--- src/logic/ssb_pkg.sv ---
package ssb_pkg;
    // ==========================================================
    // register map (printed offsets are not all multiples of 4)
    localparam logic [3:0]  IDX_FIRST_CONTROL = 4'h0;
    localparam logic [3:0]  IDX_SECOND_CONTROL = 4'h1;
    localparam logic [3:0]  IDX_FLAG_STATUS   = 4'h3;
    localparam logic [3:0]  IDX_DATA_HIGH     = 4'h4;
    localparam logic [3:0]  IDX_DATA_LOW      = 4'h5;
    localparam logic [3:0]  IDX_DATA_WORD     = 4'h6;
    localparam logic [3:0]  IDX_RX_SHIFT      = 4'h7;
    // ==========================================================
    // field positions
    localparam int POS_RX_COMPLETE   = 7;
    localparam int POS_TX_EMPTY      = 5;
    localparam int POS_MODE_FAULT    = 4;
    localparam int POS_MASTER        = 4;
    localparam int POS_INT_ENABLE    = 7;
    localparam int POS_WIDTH_SELECT  = 6;
    localparam int POS_FAULT_DETECT  = 4;
    // ==========================================================
    // reset values
    localparam logic [7:0] RST_FIRST_CONTROL  = 8'h04;
    localparam logic [7:0] RST_SECOND_CONTROL = 8'h00;
    // ==========================================================
    // link timing
    localparam int LINK_PERIOD_NS = 200;
    localparam int PCLK_PERIOD_NS = 25;
    localparam int HALF_BIT_CYCLES = LINK_PERIOD_NS / PCLK_PERIOD_NS / 2;

    typedef struct packed {
        logic rx_complete;
        logic tx_empty;
        logic mode_fault;
    } ssb_flags_t;

    typedef enum logic [1:0] {
        SSB_IDLE  = 2'b00,
        SSB_LOW   = 2'b01,
        SSB_HIGH  = 2'b11,
        SSB_DONE  = 2'b10
    } ssb_state_t;
endpackage

--- src/logic/ssb_top.sv ---
// Chosen here: the APB interface to the registers.
module ssb_top
(
    input  wire logic        pclk,
    input  wire logic        presetn,
    input  wire logic        psel,
    input  wire logic        penable,
    input  wire logic        pwrite,
    input  wire logic [7:0]  paddr,
    input  wire logic [31:0] pwdata,
    output logic      [31:0] prdata,
    output logic             pready,
    output logic             pslverr,
    input  wire logic        sck_in,
    input  wire logic        ss_n_in,
    input  wire logic        miso_in,
    output logic             sck_out,
    output logic             mosi_out,
    output logic             ss_n_out,
    output logic             irq
);
    // ==========================================================
    // pin synchronisers
    logic [1:0] sck_sync;
    logic [1:0] ss_sync;
    logic [1:0] miso_sync;
    logic       sck_prev;
    always_ff @(posedge pclk or negedge presetn)
    begin
        if (!presetn)
        begin
            sck_sync  <= 2'h0;
            ss_sync   <= 2'h3;
            miso_sync <= 2'h0;
            sck_prev  <= 1'b0;
        end
        else
        begin
            sck_sync  <= {sck_sync[0], sck_in};
            ss_sync   <= {ss_sync[0], ss_n_in};
            miso_sync <= {miso_sync[0], miso_in};
            sck_prev  <= sck_sync[1];
        end
    end
    logic sck_rise;
    assign sck_rise = sck_sync[1] & ~sck_prev;

    // ==========================================================
    // apb decode
    logic       acc;
    logic [3:0] idx;
    logic       mapped;
    assign acc    = psel & penable & pready;
    assign idx    = paddr[5:2];
    assign mapped = (paddr[7:6] == 2'h0) && (paddr[1:0] == 2'h0)
                    && (idx <= ssb_pkg::IDX_RX_SHIFT) && (idx != 4'h2);
    logic wr;
    logic rd;
    assign wr = acc & pwrite & mapped;
    assign rd = acc & ~pwrite & mapped;

    // ==========================================================
    // control registers
    logic [7:0] first_control_register;
    logic [7:0] second_control_register;
    logic       master;
    logic       transfer_width_select;
    logic       mode_fault_detect_enable;
    logic       serial_interrupt_enable;
    assign master                   = first_control_register[ssb_pkg::POS_MASTER];
    assign serial_interrupt_enable  = first_control_register[ssb_pkg::POS_INT_ENABLE];
    assign transfer_width_select    = second_control_register[ssb_pkg::POS_WIDTH_SELECT];
    assign mode_fault_detect_enable = second_control_register[ssb_pkg::POS_FAULT_DETECT];

    logic receive_complete_flag, transmit_empty_flag, mode_fault_flag;
    ssb_pkg::ssb_flags_t flags;
    assign flags = {receive_complete_flag, transmit_empty_flag, mode_fault_flag};
    logic mode_fault_event;
    assign mode_fault_event = master & mode_fault_detect_enable & ~ss_sync[1];

    always_ff @(posedge pclk or negedge presetn)
    begin
        if (!presetn)
        begin
            first_control_register  <= ssb_pkg::RST_FIRST_CONTROL;
            second_control_register <= ssb_pkg::RST_SECOND_CONTROL;
        end
        else
        begin
            if (wr && idx == ssb_pkg::IDX_FIRST_CONTROL)
                first_control_register <= pwdata[7:0];
            else if (mode_fault_event)
                // fault drops back to slave
                first_control_register[ssb_pkg::POS_MASTER] <= 1'b0;
            if (wr && idx == ssb_pkg::IDX_SECOND_CONTROL)
                second_control_register <= pwdata[7:0];
        end
    end

    // ==========================================================
    // status arming
    logic rx_armed;
    logic tx_armed;
    logic mf_armed;
    logic status_read;
    assign status_read = rd && idx == ssb_pkg::IDX_FLAG_STATUS;
    always_ff @(posedge pclk or negedge presetn)
    begin
        if (!presetn)
        begin
            rx_armed <= 1'b0;
            tx_armed <= 1'b0;
            mf_armed <= 1'b0;
        end
        else if (status_read)
        begin
            rx_armed <= flags.rx_complete;
            tx_armed <= flags.tx_empty;
            mf_armed <= flags.mode_fault;
        end
    end

    // ==========================================================
    // data register access
    logic low_read;
    logic low_write;
    logic high_write;
    assign low_read   = rd && (idx == ssb_pkg::IDX_DATA_LOW || idx == ssb_pkg::IDX_DATA_WORD);
    assign low_write  = wr && (idx == ssb_pkg::IDX_DATA_LOW || idx == ssb_pkg::IDX_DATA_WORD);
    assign high_write = wr && (idx == ssb_pkg::IDX_DATA_HIGH || idx == ssb_pkg::IDX_DATA_WORD);
    logic rx_service;
    logic tx_service;
    assign rx_service = low_read & rx_armed & flags.rx_complete;
    assign tx_service = low_write & tx_armed & flags.tx_empty;

    logic [15:0] tx_buffer;
    logic        tx_pending;
    always_ff @(posedge pclk or negedge presetn)
    begin
        if (!presetn)
            tx_buffer <= 16'h0000;
        else if (flags.tx_empty)
        begin
            if (high_write)
                tx_buffer[15:8] <= pwdata[15:8] & {8{transfer_width_select}};
            if (wr && idx == ssb_pkg::IDX_DATA_HIGH)
                tx_buffer[15:8] <= pwdata[7:0];
            if (low_write)
                tx_buffer[7:0] <= pwdata[7:0];
        end
    end

    // ==========================================================
    // shifter, master only; one bit per link clock rise
    ssb_pkg::ssb_state_t state;
    logic [15:0] shift_out;
    logic [15:0] shift_in;
    logic [4:0]  bit_cnt;
    logic [4:0]  word_bits;
    logic [3:0]  half_cnt;
    logic        xfer_start;
    logic        xfer_done;
    assign word_bits  = transfer_width_select ? 5'h10 : 5'h08;
    assign xfer_start = (state == ssb_pkg::SSB_IDLE) && tx_pending && master;
    assign xfer_done  = (state == ssb_pkg::SSB_HIGH) && sck_rise && (bit_cnt == word_bits - 5'h01);

    always_ff @(posedge pclk or negedge presetn)
    begin
        if (!presetn)
            tx_pending <= 1'b0;
        else if (tx_service)
            tx_pending <= 1'b1;
        else if (xfer_start || !master)
            tx_pending <= 1'b0;
    end

    always_ff @(posedge pclk or negedge presetn)
    begin
        if (!presetn)
        begin
            state     <= ssb_pkg::SSB_IDLE;
            shift_out <= 16'h0000;
            shift_in  <= 16'h0000;
            bit_cnt   <= 5'h00;
            half_cnt  <= 4'h0;
            sck_out   <= 1'b0;
            ss_n_out  <= 1'b1;
            mosi_out  <= 1'b0;
        end
        else if (!master)
        begin
            // fault or slave mode aborts to idle
            state    <= ssb_pkg::SSB_IDLE;
            sck_out  <= 1'b0;
            ss_n_out <= 1'b1;
        end
        else
        begin
            case (state)
                ssb_pkg::SSB_IDLE:
                begin
                    if (xfer_start)
                    begin
                        // 9 low-only write: high byte stays whatever was last there
                        shift_out <= transfer_width_select ? tx_buffer
                                                           : {tx_buffer[7:0], 8'h00};
                        bit_cnt   <= 5'h00;
                        half_cnt  <= 4'h0;
                        ss_n_out  <= 1'b0;
                        state     <= ssb_pkg::SSB_LOW;
                    end
                end
                ssb_pkg::SSB_LOW:
                begin
                    mosi_out <= shift_out[15];
                    half_cnt <= half_cnt + 4'h1;
                    if (half_cnt == 4'(ssb_pkg::HALF_BIT_CYCLES - 1))
                    begin
                        half_cnt <= 4'h0;
                        sck_out  <= 1'b1;
                        state    <= ssb_pkg::SSB_HIGH;
                    end
                end
                ssb_pkg::SSB_HIGH:
                begin
                    // sampling is on synchronised link clock rise
                    if (sck_rise)
                    begin
                        shift_in  <= {shift_in[14:0], miso_sync[1]};
                        shift_out <= {shift_out[14:0], 1'b0};
                        bit_cnt   <= bit_cnt + 5'h01;
                        sck_out   <= 1'b0;
                        state     <= xfer_done ? ssb_pkg::SSB_DONE : ssb_pkg::SSB_LOW;
                    end
                end
                ssb_pkg::SSB_DONE:
                begin
                    ss_n_out <= 1'b1;
                    state    <= ssb_pkg::SSB_IDLE;
                end
                default:
                    state <= ssb_pkg::SSB_IDLE;
            endcase
        end
    end

    logic [15:0] rx_word;
    assign rx_word = transfer_width_select ? {shift_in[14:0], miso_sync[1]}
                                           : {8'h00, shift_in[6:0], miso_sync[1]};

    // ==========================================================
    // receive buffering and flags
    logic [15:0] serial_data_word;
    logic [15:0] held_word;
    logic        held_valid;
    always_ff @(posedge pclk or negedge presetn)
    begin
        if (!presetn)
        begin
            serial_data_word      <= 16'h0000;
            held_word             <= 16'h0000;
            held_valid            <= 1'b0;
            receive_complete_flag <= 1'b0;
        end
        else
        begin
            if (xfer_done && (!flags.rx_complete || rx_service) && !held_valid)
            begin
                serial_data_word      <= rx_word;
                receive_complete_flag <= 1'b1;
            end
            else if (xfer_done)
            begin
                // arrival wins over a clear in the same cycle
                held_word  <= rx_word;
                held_valid <= 1'b1;
            end
            else if (rx_service && held_valid)
            begin
                serial_data_word <= held_word;
                held_valid       <= 1'b0;
            end
            else if (rx_service)
                receive_complete_flag <= 1'b0;
            if (xfer_start && held_valid && flags.rx_complete && !rx_service)
                held_valid <= 1'b0;
        end
    end

    always_ff @(posedge pclk or negedge presetn)
    begin
        if (!presetn)
            transmit_empty_flag <= 1'b1;
        else if (xfer_start)
            transmit_empty_flag <= 1'b1;
        else if (tx_service)
            transmit_empty_flag <= 1'b0;
    end

    always_ff @(posedge pclk or negedge presetn)
    begin
        if (!presetn)
            mode_fault_flag <= 1'b0;
        else if (mode_fault_event)
            mode_fault_flag <= 1'b1;
        else if (wr && idx == ssb_pkg::IDX_FIRST_CONTROL && mf_armed)
            mode_fault_flag <= 1'b0;
    end

    always_ff @(posedge pclk or negedge presetn)
    begin
        if (!presetn)
            irq <= 1'b0;
        else
            irq <= flags.mode_fault & serial_interrupt_enable;
    end

    // ==========================================================
    // read mux; data readable any time, meaningful only with flag set
    logic [31:0] next_prdata;
    always_comb
    begin
        next_prdata = 32'h0000_0000;
        case (idx)
            ssb_pkg::IDX_FIRST_CONTROL:  next_prdata[7:0] = first_control_register;
            ssb_pkg::IDX_SECOND_CONTROL: next_prdata[7:0] = second_control_register;
            ssb_pkg::IDX_FLAG_STATUS:    next_prdata[7:0] = {flags.rx_complete, 1'b0,
                                         flags.tx_empty, flags.mode_fault, 4'h0};
            // low-only read leaves high byte unread and lost
            ssb_pkg::IDX_DATA_HIGH:      next_prdata[7:0] = serial_data_word[15:8];
            ssb_pkg::IDX_DATA_LOW:       next_prdata[7:0] = serial_data_word[7:0];
            ssb_pkg::IDX_DATA_WORD:      next_prdata[15:0] = serial_data_word;
            ssb_pkg::IDX_RX_SHIFT:       next_prdata[0] = held_valid;
            default:                     next_prdata = 32'h0000_0000;
        endcase
    end

    // one wait state: pready rises in the second access cycle
    always_ff @(posedge pclk or negedge presetn)
    begin
        if (!presetn)
        begin
            pready  <= 1'b0;
            prdata  <= 32'h0000_0000;
            pslverr <= 1'b0;
        end
        else
        begin
            pready  <= psel & penable & ~pready;
            prdata  <= next_prdata;
            pslverr <= psel & penable & ~pready & ~mapped;
        end
    end

    // ==========================================================
    // checks
    status_ro_a: assert property (@(posedge pclk) disable iff (!presetn)
        wr && idx == ssb_pkg::IDX_FLAG_STATUS && !mode_fault_event |=> $stable(flags.mode_fault))
        else $error("status write changed a flag");
    rx_set_a: assert property (@(posedge pclk) disable iff (!presetn)
        xfer_done && !flags.rx_complete && !held_valid |=> flags.rx_complete)
        else $error("receive flag not set");
    rx_clear_a: assert property (@(posedge pclk) disable iff (!presetn)
        rx_service && !xfer_done && !held_valid |=> !flags.rx_complete)
        else $error("receive flag not cleared");
    tx_clear_a: assert property (@(posedge pclk) disable iff (!presetn)
        tx_service && !xfer_start |=> !flags.tx_empty && tx_pending)
        else $error("transmit flag not cleared");
    tx_ignore_a: assert property (@(posedge pclk) disable iff (!presetn)
        !flags.tx_empty |=> $stable(tx_buffer))
        else $error("write accepted while full");
    fault_set_a: assert property (@(posedge pclk) disable iff (!presetn)
        mode_fault_event |=> flags.mode_fault ##1 (irq == serial_interrupt_enable))
        else $error("mode fault not reported");
    held_move_a: assert property (@(posedge pclk) disable iff (!presetn)
        rx_service && held_valid && !xfer_done && !xfer_start
        |=> flags.rx_complete && serial_data_word == $past(held_word))
        else $error("held word not moved");
    start_next_a: assert property (@(posedge pclk) disable iff (!presetn)
        tx_pending && master && state == ssb_pkg::SSB_IDLE |=> !ss_n_out)
        else $error("queued word not started");
endmodule

--- config.mk ---
export PLATFORM = sky130hd
export DESIGN_NAME = ssb_top
export DESIGN_NICKNAME = d
export VERILOG_FILES = /design/src/logic/ssb_pkg.sv /design/src/logic/ssb_top.sv
export SDC_FILE = /design/constraint.sdc
export NUM_CORES = 1
export LEC_CHECK = 0
export BUFFER_PORTS_ARGS = -buffer_cell sky130_fd_sc_hd__buf_2
export CORE_UTILIZATION = 35
export CTS_BUF_LIST = sky130_fd_sc_hd__clkbuf_4
export DETAILED_ROUTE_END_ITERATION = 6
export PLACE_DENSITY_LB_ADDON = 0.2
export SLEW_MARGIN = 20
export SYNTH_ARGS = -nofsm -noshare
export SYNTH_HDL_FRONTEND = slang
export SYNTH_SLANG_ARGS = --single-unit
--- constraint.sdc ---
create_clock -name pclk -period 4.6 [get_ports pclk]
set_input_delay 0.69 -clock pclk [delete_from_list [all_inputs] [get_ports pclk]]
set_output_delay 0.69 -clock pclk [all_outputs]
set_load 0.01 [all_outputs]
=== After elaboration in Yosys (flattened, before gate mapping) ===
Cells that the tools add are included.

* Bitwise gates (word level): 23
* Reductions and logical operators: 57
* Add/sub/neg operators: 3
* Equality and inequality tests: 22
* $lt $le $gt $ge: 1
* Muxes and demuxes: 49

{| class="wikitable"
|+ Operators with widths
! kind !! count
|-
| 16-bit two-way mux || 7
|-
| 7-bit case mux with 5 select lines || 1
|-
| 16-bit case mux with 2 select lines || 1
|-
| 8-bit two-way mux || 3
|-
| 1-bit logical AND || 21
|-
| 1-bit two-way mux || 21
|-
| 2-bit nonzero test || 9
|-
| 1-bit AND || 16
|-
| 4-bit by 3-bit equality test with 1-bit output, second input constant || 4
|-
| 5-bit two-way mux || 3
|-
| 3-bit AND reduction || 5
|-
| 2-bit AND reduction || 7
|-
| 2-bit two-way mux || 5
|-
| 5-bit case mux with 2 select lines || 1
|-
| 3-bit != test, second input constant || 3
|-
| 8-bit AND || 1
|-
| 4-bit by 2-bit equality test with 1-bit output, second input constant || 2
|-
| 4-bit two-way mux || 2
|-
| 2-bit case mux with 4 select lines || 1
|-
| 4-bit case mux with 2 select lines || 1
|-
| 2-bit zero test || 3
|-
| 2-bit != test, second input constant || 3
|-
| 3-bit by 1-bit != test with 1-bit output, second input constant || 2
|-
| 1-bit NOT || 6
|-
| 18 further kinds || 27
|}

* Input port bits: 48
* Flip-flop bits (word level): 143

=== Depth between registers and ports, before layout ===
Gate-level depths: netlist of the first run.

* Depth after elaboration: 13
* Mapped depth: 9
* Mapped depth without buffers: 6

=== Worst setup path before layout of the first run ===
No wires, ideal clock.

* Kind: input -> register
* From: in paddr[5]
* To: reg held_word[10]
* Path slack: 2,085 ps
* Setup time: 125 ps
* Arrival: 2,390 ps
* Buffers on the path: 4
* Cell stages on the path: 9
* Data required time: 4,475 ps
* Cell sequence: buf_2 -> nor4b_1 -> and2_1 -> a41o_1 -> buf_2 -> a21o_1 -> buf_4 -> buf_6 -> mux2_2

* Cells in the longest elaborated chain, start to end: 12
* Elaborated cells on any way between the ends: 16
* Classes of those cells: order compare: 1; eq/ne: 3; bitwise: 4; reduce/logical: 8

{| class="wikitable"
|+ Ends and longest elaborated chain
! item !! line !! RTL
|-
| from (decl) || ssb_top.sv:9 || <nowiki>input wire logic [7:0] paddr,</nowiki>
|-
| 4-bit by 3-bit less-or-equal comparator with 1-bit output || ssb_top.sv:56 || <nowiki>&& (idx <= ssb_pkg::IDX_RX_SHIFT) && (idx != 4'h2);</nowiki>
|-
| 1-bit logical AND (2 in a row) || ssb_top.sv:56 ||
|-
| 1-bit AND || ssb_top.sv:60 || <nowiki>assign rd = acc & ~pwrite & mapped;</nowiki>
|-
| 1-bit logical AND (*) || ssb_top.sv:128 || <nowiki>assign low_read = rd && (idx == ssb_pkg::IDX_DATA_LOW || idx == ssb_pkg::IDX_DATA_WORD);</nowiki>
|-
| 1-bit AND (*) (2 in a row) || ssb_top.sv:133 || <nowiki>assign rx_service = low_read & rx_armed & flags.rx_complete;</nowiki>
|-
| 1-bit logical OR (*) || ssb_top.sv:267 || <nowiki>if (xfer_done && (!flags.rx_complete || rx_service) && !held_valid)</nowiki>
|-
| 1-bit logical AND (*) (2 in a row) || ssb_top.sv:267 ||
|-
| 1-bit NOT (no source line) (*) || n/a ||
|-
| 2-bit AND reduction (no source line) (*) || n/a ||
|-
| to (signal assigned) || ssb_top.sv:275 || <nowiki>held_word <= rx_word;</nowiki>
|-
| to (decl) || ssb_top.sv:254 || <nowiki>logic [15:0] held_word;</nowiki>
|}

Mark *: on every way between the ends. The rest lies on a longest branch, timed or not.
A chain may end at the register's enable or synchronous reset.

=== Worst setup path after layout of the first run ===
* From: reg pready
* To: reg held_word[14]

* Cells in the longest elaborated chain, start to end: 11

{| class="wikitable"
|+ Ends and longest elaborated chain
! item !! line !! RTL
|-
| from (decl) || ssb_top.sv:12 || <nowiki>output logic pready,</nowiki>
|-
| from (signal assigned) || ssb_top.sv:349 || <nowiki>pready <= psel & penable & ~pready;</nowiki>
|-
| 1-bit AND || ssb_top.sv:53 || <nowiki>assign acc = psel & penable & pready;</nowiki>
|-
| 1-bit AND (2 in a row) || ssb_top.sv:60 ||
|-
| 1-bit logical AND || ssb_top.sv:128 ||
|-
| 1-bit AND (2 in a row) || ssb_top.sv:133 ||
|-
| 1-bit logical OR || ssb_top.sv:267 ||
|-
| 1-bit logical AND (2 in a row) || ssb_top.sv:267 ||
|-
| 1-bit NOT (no source line) || n/a ||
|-
| 2-bit AND reduction (no source line) || n/a ||
|}

Every way passes these cells.

==> flow_metrics.py, run 1 <==
metrics = {
    "sta": {
        "period_needed_ns": 2.803,
        "finalClockSkew_ns": 0.02017,
        "worst_slew_margin_rel_pct": 38.28,
        "setup-violations-final": 0,
        "worst-slew-pin-transition_ns": 0.9258,
        "post-route-period-util_pct": 60.95,
        "fmaxAchievable_ghz": 0.3567,
        "final_max_slew_viol_count": 0,
        "setup_total_negative_slack_ns": 0,
        "timing_hold_violations_final": 0,
        "rsz0062_at_grt": "false",
        "timing.final.ws_setup_ns": 1.797,
    },
    "clock_network": {
        "cts_buffer_depth": 2,
        "clock-root-buffer": "sky130_fd_sc_hd__clkbuf_4",
        "post_cts.repair.setup_buffers": 0,
        "cts-resized-gates": 0,
        "clkSlewWorstSetupHoldPaths_ns": 0.13,
        "cts_tree": "done",
        "cts_buffers": 17,
        "cts_h_tree_depth": 4,
        "cts.sinks": 143,
        "insertion_delay_ns": 0.53,
        "post_cts_hold_buffer_count": 0,
    },
    "route": {
        "routedWlPerCell_um": 16.06,
        "detailed_router_iteration_count_before_antenna_repair": 4,
        "via_count": 4428,
        "drt_first_iter_violations": 289,
        "drc_errors": 0,
        "routed_via_density": 5.043,
        "drt.antenna.violating_nets": 0,
        "drt_wl_total_um": 14100,
    },
    "floorplan": {
        "die_height_um": 136.9,
        "fp-row-count": 48,
        "die-area_um2": 18750,
        "num_io_pins": 86,
        "chipWidth_um": 136.9,
        "initial_core_utilization_pct": 36.34,
        "coreArea_um2": 17540,
    },
    "run_status": {
        "outcome": "completed",
    },
    "setup_path": {
        "r2r_start": "pready",
        "critical_path_peak_fanout": 16,
        "r2r_setup_slack_ns": 1.80,
        "crit_slowest_cell": "sky130_fd_sc_hd__a21o_1",
        "timing.critical_path.max_delay_family": "compound AO/OA/AOI/OAI gates",
        "setup.worst_path.start": "pready",
        "r2r-end": "held_word[14]",
        "crit_path_end_kind": "flip-flop",
        "crit_type": "reg -> reg",
        "critical_path_cell_list": "nor4b_1 -> and2_1 -> a41o_1 -> a21o_1 -> mux2_2",
        "start_kind": "flip-flop",
        "worst-path-stages": 5,
        "worst-path-buf-inv": 0,
        "critical_path_required_ns": 5.01,
        "slowest_delay_ns": 0.65,
        "crit_end": "held_word[14]",
        "ff2ff_path_depth": 5,
        "arrival_ns": 3.21,
    },
    "global_routing": {
        "grt_antenna_before_repair": 1,
        "grt_start_max_net_pins": 116,
        "grt_pass1_vias": 4359,
        "track_usage_pct": 16.33,
        "grt_first_pass_wirelength_um": 22980,
        "global_route.overflow_total": 0,
    },
    "yosys": {
        "ys_async_sr_fraction_pct": 100.0,
        "synth_cells": 596,
        "synth_edf_count": 0,
        "yosys.cell_count.top_type": "sky130_fd_sc_hd__dfrtp_1",
        "ys_types": 58,
        "synth_top_cells_by_area": "sky130_fd_sc_hd__dfrtp_1 (54%), sky130_fd_sc_hd__nand2_1 (5.7%), sky130_fd_sc_hd__mux2_2 (4.9%), sky130_fd_sc_hd__o21ai_0 (3.8%), sky130_fd_sc_hd__a2bb2oi_2 (2.4%)",
        "synth_common_cells": "sky130_fd_sc_hd__dfrtp_1 (138), sky130_fd_sc_hd__nand2_1 (96), sky130_fd_sc_hd__o21ai_0 (48), sky130_fd_sc_hd__nor2_1 (34), sky130_fd_sc_hd__mux2_2 (28)",
        "syn_area_um2": 6374,
        "synth_sequential_area_ratio_pct": 56.24,
        "yosys_warnings": 0,
        "synth_seq_cells": 143,
        "synth_top_cell_by_area": "sky130_fd_sc_hd__dfrtp_1",
        "syn-mean-instance-area_um2": 10.69,
        "ys_dominant_reg_cell": "sky130_fd_sc_hd__dfrtp_1",
        "yosys.area.top_type_share_pct": 54.18,
    },
    "run": {
        "max_cap_viol": 0,
    },
    "cells_and_area": {
        "finalInstanceArea_um2": 7121,
        "nNetsFinal": 689,
        "multiInputGateArea_um2": 2487,
        "final_core_utilization_pct": 40.60,
        "layout.filler_cells": 1743,
        "drive_above_1_share_pct": 21.63,
        "seq_area_um2": 3585,
        "area_growth_pct": 11.72,
    },
    "placed_design": {
        "portBuffers": 53,
        "gp_congestion": 0.7786,
        "detailed_place.area_um2": 6744,
        "dp_hpwl_um": 9711,
        "post-place-ws_ns": 1.328,
    },
    "pwr": {
        "pwr_density_cell_nw_per_um2": 328.4,
        "peakVddDrop_uv": 170.1,
        "pnr_total_power_uw": 2338,
        "cellLeakagePower_uw": 0.003471,
    },
    "min_path": {
        "hold_path_class": "in -> reg",
    },
}
-- state kept, by name (all words and copies together) (netlist names), 4 cells and up --
register                 flops
bit_cnt                      5
second_control_register      8
half_cnt                     4
shift_out                   16
prdata                      16
first_control_register       8
held_word                   16
tx_buffer                   16
serial_data_word            16
shift_in                    15
-- power breakdown --
part	internal, µW	switching (µW)
Combinational	20.1	57.1
Sequential	1260	2.13
Clock	555	441
Total	1840	500
-- worst register-to-register path: cells and delay by family, from the launching register on --
kind,cells,cell delay [ns]
AND/OR/NAND/NOR,2,0.73
multiplexers,1,0.42
flip-flops,1,0.38
AO/OA/AOI/OAI,2,1.15
-- layout make-up --
type	count	share of cell area (%)
Antenna cell	1	0.03514
Clock buffer	20	2.109
Clock inverter	12	3.040
Inverter	17	0.8962
Multi-Input combinational cell	399	34.93
Sequential cell	143	50.34
Tap cell	225	3.954
Timing Repair Buffer	61	4.692
-- cells by family (layout without fill, tap and decap cells) --
group / after synthesis / in the layout / share of synthesized area (%)
simple gates: 197 / 197 / 14.82
flops: 143 / 143 / 56.24
compound gates: 136 / 136 / 14.78
buf+inv: 69 / 110 / 5.693
mux: 43 / 43 / 7.322
xor+xnor: 5 / 5 / 0.6871
fa+ha+maj: 2 / 2 / 0.3926
other cells: 1 / 17 / 0.05884
-- placed cells by master (no fill, tap or decap), types with 10 or more instances in the layout --
cell,netlist,final
sky130_fd_sc_hd__dfrtp_1,138,138
sky130_fd_sc_hd__nand2_1,96,96
sky130_fd_sc_hd__buf_2,5,52
sky130_fd_sc_hd__o21ai_0,48,48
sky130_fd_sc_hd__nor2_1,34,34
sky130_fd_sc_hd__mux2_2,28,28
sky130_fd_sc_hd__and2_1,20,20
sky130_fd_sc_hd__clkbuf_4,0,20
sky130_fd_sc_hd__a21oi_1,18,18
sky130_fd_sc_hd__o22ai_1,18,18
sky130_fd_sc_hd__inv_1,17,17
sky130_fd_sc_hd__conb_1,1,16
sky130_fd_sc_hd__mux2i_1,14,14
sky130_fd_sc_hd__a2bb2oi_2,10,10
-- worst min-delay path by stage --
stage / start / to / slack (ns) / cells after the start
final: ss_n_in / ss_sync[0] / 0.24 / 1
after global routing: ss_n_in / ss_sync[0] / 0.16 / 1
after global placement: miso_sync[0] / miso_sync[1] / 0.33 / 0
after CTS: ss_n_in / ss_sync[0] / 0.17 / 1
after detailed placement: miso_sync[0] / miso_sync[1] / 0.34 / 0
after floorplan: miso_sync[0] / miso_sync[1] / 0.33 / 0
-- metrics by stage --
stage	std cells	hold WS, ns
floorplan	611	0.3312
global placement	845	0.3346
detailed placement	845	0.3362
global route	878	0.1650
CTS	877	0.1749
finish	878	0.2384
-- layer usage --
| metal | GRT usage (%) | wire length [µm] |
|---|---|---|
| met5 | 0 | 0 |
| met4 | 4.945 | 106 |
| met3 | 3.741 | 598 |
| met2 | 25.51 | 6450 |
| met1 | 22.45 | 6949 |
No activity file was read; power rests on OpenSTA's default activity.
==> run 2, diff against run 1 <==
--- a/config.mk
+++ b/config.mk
@@ -5,6 +5,7 @@
 export SDC_FILE = /design/constraint.sdc
 export NUM_CORES = 1
 export LEC_CHECK = 0
+export ABC_AREA = 1
 export BUFFER_PORTS_ARGS = -buffer_cell sky130_fd_sc_hd__buf_2
 export CORE_UTILIZATION = 35
 export CTS_BUF_LIST = sky130_fd_sc_hd__clkbuf_4
==> constraint.sdc (replaced) <==
create_clock -name pclk -period 2.9 [get_ports pclk]
set_input_delay 0.435 -clock pclk [delete_from_list [all_inputs] [get_ports pclk]]
set_output_delay 0.435 -clock pclk [all_outputs]
set_load 0.01 [all_outputs]
==> flow_metrics.py, run 2 <==
metrics = {
    "yosys": {
        "yosys_warnings": 0,
        "synth_top_cell_by_area": "sky130_fd_sc_hd__dfrtp_1",
        "yosys.cell_count.top_type": "sky130_fd_sc_hd__nand2_1",
        "synth_seq_cells": 143,
        "syn-mean-instance-area_um2": 8.541,
        "synthAdderAreaFrac_pct": 0.3805,
        "yosys.area.top_type_share_pct": 52.51,
        "ys_dominant_reg_cell": "sky130_fd_sc_hd__dfrtp_1",
        "synth_sequential_area_ratio_pct": 54.51,
        "post_synthesis_compound_gate_area_fraction_pct": 9.970,
        "ys_async_sr_fraction_pct": 100.0,
        "synth_xor_xnor_area_share_pct": 0.5137,
        "multiplexer_share_of_the_synthesized_area_pct": 0,
        "yosys.area_share.simple_pct": 25.72,
        "synth_common_cells": "sky130_fd_sc_hd__nand2_1 (274), sky130_fd_sc_hd__dfrtp_1 (138), sky130_fd_sc_hd__inv_1 (69), sky130_fd_sc_hd__nand3_1 (57), sky130_fd_sc_hd__nor2_1 (32)",
        "synth_cells": 770,
        "syn_area_um2": 6576,
        "synth_top_cells_by_area": "sky130_fd_sc_hd__dfrtp_1 (53%), sky130_fd_sc_hd__nand2_1 (16%), sky130_fd_sc_hd__nand3_1 (4.3%), sky130_fd_sc_hd__inv_1 (3.9%), sky130_fd_sc_hd__o21ai_0 (2.4%)",
        "ys_types": 43,
        "synth_edf_count": 0,
        "dominant_combinational_cell_family_by_area_after_synthesis": "simple AND/OR/NAND/NOR gates",
    },
    "sta": {
        "period_needed_ns": 2.276,
        "setup-violations-final": 0,
        "finalClockSkew_ns": 0.01108,
        "post-route-period-util_pct": 78.48,
        "worst-slew-pin-transition_ns": 0.6531,
        "worst_slew_margin_rel_pct": 56.46,
        "final_max_slew_viol_count": 0,
        "fmaxAchievable_ghz": 0.4394,
        "setup_total_negative_slack_ns": 0,
        "timing_hold_violations_final": 0,
        "rsz0062_at_grt": "false",
    },
    "pwr": {
        "peakVddDrop_uv": 170.9,
        "cellLeakagePower_uw": 0.003808,
        "pwr_density_cell_nw_per_um2": 483.2,
    },
    "clock_network": {
        "cts_tree": "done",
        "clkSlewWorstSetupHoldPaths_ns": 0.12,
        "cts_h_tree_depth": 4,
        "insertion_delay_ns": 0.57,
        "cts_buffer_depth": 2,
        "cts.sinks": 143,
        "clock-root-buffer": "sky130_fd_sc_hd__clkbuf_4",
        "cts_buffers": 17,
    },
    "floorplan": {
        "die-area_um2": 19340,
        "die_height_um": 139.1,
        "coreArea_um2": 18210,
        "num_io_pins": 86,
        "chipWidth_um": 139.1,
        "initial_core_utilization_pct": 36.12,
        "fp-row-count": 49,
    },
    "cells_and_area": {
        "layout.cells.most_common_list": "sky130_fd_sc_hd__nand2_1 (274), sky130_fd_sc_hd__dfrtp_1 (138), sky130_fd_sc_hd__inv_1 (69), sky130_fd_sc_hd__nand3_1 (57), sky130_fd_sc_hd__buf_2 (52)",
        "area_growth_pct": 11.74,
        "layout.filler_cells": 1872,
        "layout.cells.most_common": "sky130_fd_sc_hd__nand2_1",
        "finalInstanceArea_um2": 7348,
        "nNetsFinal": 879,
        "drive_above_1_share_pct": 15.91,
    },
    "setup_path": {
        "arrival_ns": 2.77,
        "start_kind": "flip-flop",
        "crit_slowest_cell": "sky130_fd_sc_hd__dfrtp_1",
        "crit_type": "reg -> reg",
        "crit_path_end_kind": "flip-flop",
        "critical_path_required_ns": 3.40,
        "critical_path_cell_list": "nand2_4 -> nor2_4 -> nand3_4 -> nor2_4 -> nand2_4 -> nand2_4 -> nand2_1 -> o21ai_1",
        "worst-path-stages": 8,
        "timing.critical_path.max_delay_family": "simple AND/OR/NAND/NOR gates",
        "ff2ff_path_depth": 8,
        "worst-path-buf-inv": 0,
        "crit_top_cell": "sky130_fd_sc_hd__nand2_4",
        "slowest_delay_ns": 0.63,
        "critical_path_peak_fanout": 33,
    },
    "run": {
        "max_cap_viol": 0,
    },
    "placed_design": {
        "portBuffers": 53,
        "detailed_place.area_um2": 6993,
        "gp_congestion": 0.8019,
        "dp_hpwl_um": 10770,
    },
    "route": {
        "routed_via_density": 4.735,
        "drt_wl_total_um": 15580,
        "drc_errors": 16,
        "drt_first_iter_violations": 355,
        "detailed_router_iteration_count_before_antenna_repair": 7,
        "routedWlPerCell_um": 14.51,
        "drt.antenna.violating_nets": 0,
        "via_count": 5085,
    },
    "global_routing": {
        "track_usage_pct": 17.50,
        "grt_pass1_vias": 4933,
        "grt_antenna_before_repair": 2,
        "global_route.overflow_total": 0,
        "grt_first_pass_wirelength_um": 26050,
        "grt_start_max_net_pins": 70,
    },
    "run_status": {
        "outcome": "complete, but fails checks",
        "violations": "design-rule violations",
    },
    "min_path": {
        "min_delay_path_depth": 3,
        "hold_path_class": "in -> reg",
    },
}
==> run 2: cell count changes after synthesis, moves of 12 or more <==
cell / before / now
sky130_fd_sc_hd__mux2_2: 28 / 0
sky130_fd_sc_hd__inv_1: 17 / 69
sky130_fd_sc_hd__o21ai_1: 1 / 30
sky130_fd_sc_hd__nand3_1: 8 / 57
sky130_fd_sc_hd__a21oi_1: 18 / 6
sky130_fd_sc_hd__mux2i_1: 14 / 0
sky130_fd_sc_hd__nand2_1: 96 / 274
sky130_fd_sc_hd__and2_1: 20 / 0
sky130_fd_sc_hd__o22ai_1: 18 / 6
sky130_fd_sc_hd__o21ai_0: 48 / 31
sky130_fd_sc_hd__clkbuf_1: 24 / 5
==> run 2: final cells by class <==
class                   instances  area [µm²]  share of cell area [%]
multi-input cells             520        2466                   33.56
clock buffers                  18       135.1                   1.839
diodes                          3       7.507                  0.1022
well taps                     229       286.5                   3.899
flip-flops and latches        143        3585                   48.78
clock inverters                14       172.7                   2.350
repair buffers                 66       391.6                   5.329
inverters                      81       304.0                   4.138
==> run 2: cell families (layout without fill, tap and decap cells) <==
kind of cell,after synthesis,count (layout)
AO/OA/AOI/OAI,106,106
XOR/XNOR,3,3
adder cells (fa/ha/maj),2,2
buffers and inverters,122,179
flip-flops,143,143
other,1,19
AND/OR/NAND/NOR,393,393
==> run 2: path summary, 6_finish.rpt <==
| check | start | endpoint | slack [ns] |
|---|---|---|---|
| worst min-delay path | pwdata[4] | second_control_register[4] | 0.1 |
| worst max register to register | state[0] | held_word[14] | 0.62 |
| worst max-delay path | state[0] | held_word[14] | 0.62 |
| min in group asynchronous | presetn | held_word[7] | 0.43 |
| max in group asynchronous | presetn | serial_data_word[7] | 1.70 |
| worst min register to register | miso_sync[0] | miso_sync[1] | 0.36 |
==> run 2: layer usage <==
| metal | vias up | track usage [%] | part of all wire, % | wire length [µm] |
|---|---|---|---|---|
| met5 | - | 0 | 0 | 0 |
| met4 | 0 | 6.725 | 1.9 | 293 |
| met3 | 22 | 5.318 | 4.8 | 749 |
| met2 | 110 | 24.96 | 43 | 6744 |
| met1 | 2398 | 24.76 | 50 | 7793 |
| li1 | 2555 | - | - | - |
==> run 2: through the flow <==
step                      total power (µW)  util, %  hold WS, ns  std cells  setup slack [ns]
after floorplan                       2115        -       0.1394        785             1.240
final                                 3551    40.36      0.09646       1074            0.6241
after detailed placement              2189    38.40       0.3347       1035            0.6557
after global routing                  3701    40.33      0.08652       1072            0.3992
after global placement                2190    38.40       0.3323       1035            0.6617
after CTS                             3594    40.31      0.06070       1071            0.6131
==> run 2: power breakdown <==
group	internal [µW]	switching [µW]	leakage, µW
Clock	677	722	0.000168
Sequential	2010	4.60	0.00190
Combinational	39.8	101	0.00174
==> run 2: what timing repair did <==
item,CTS,global route
endpoints found under the hold margin,70,0
resized for setup,0,0
buffers inserted,0,0
hold buffers,4,0
==> run 2: worst min-delay path, delay by kind of cell <==
family | cells | cell delay (ns)
buf+inv | 1 | 0.11
simple gates | 1 | 0.05
compound gates | 1 | 0.05
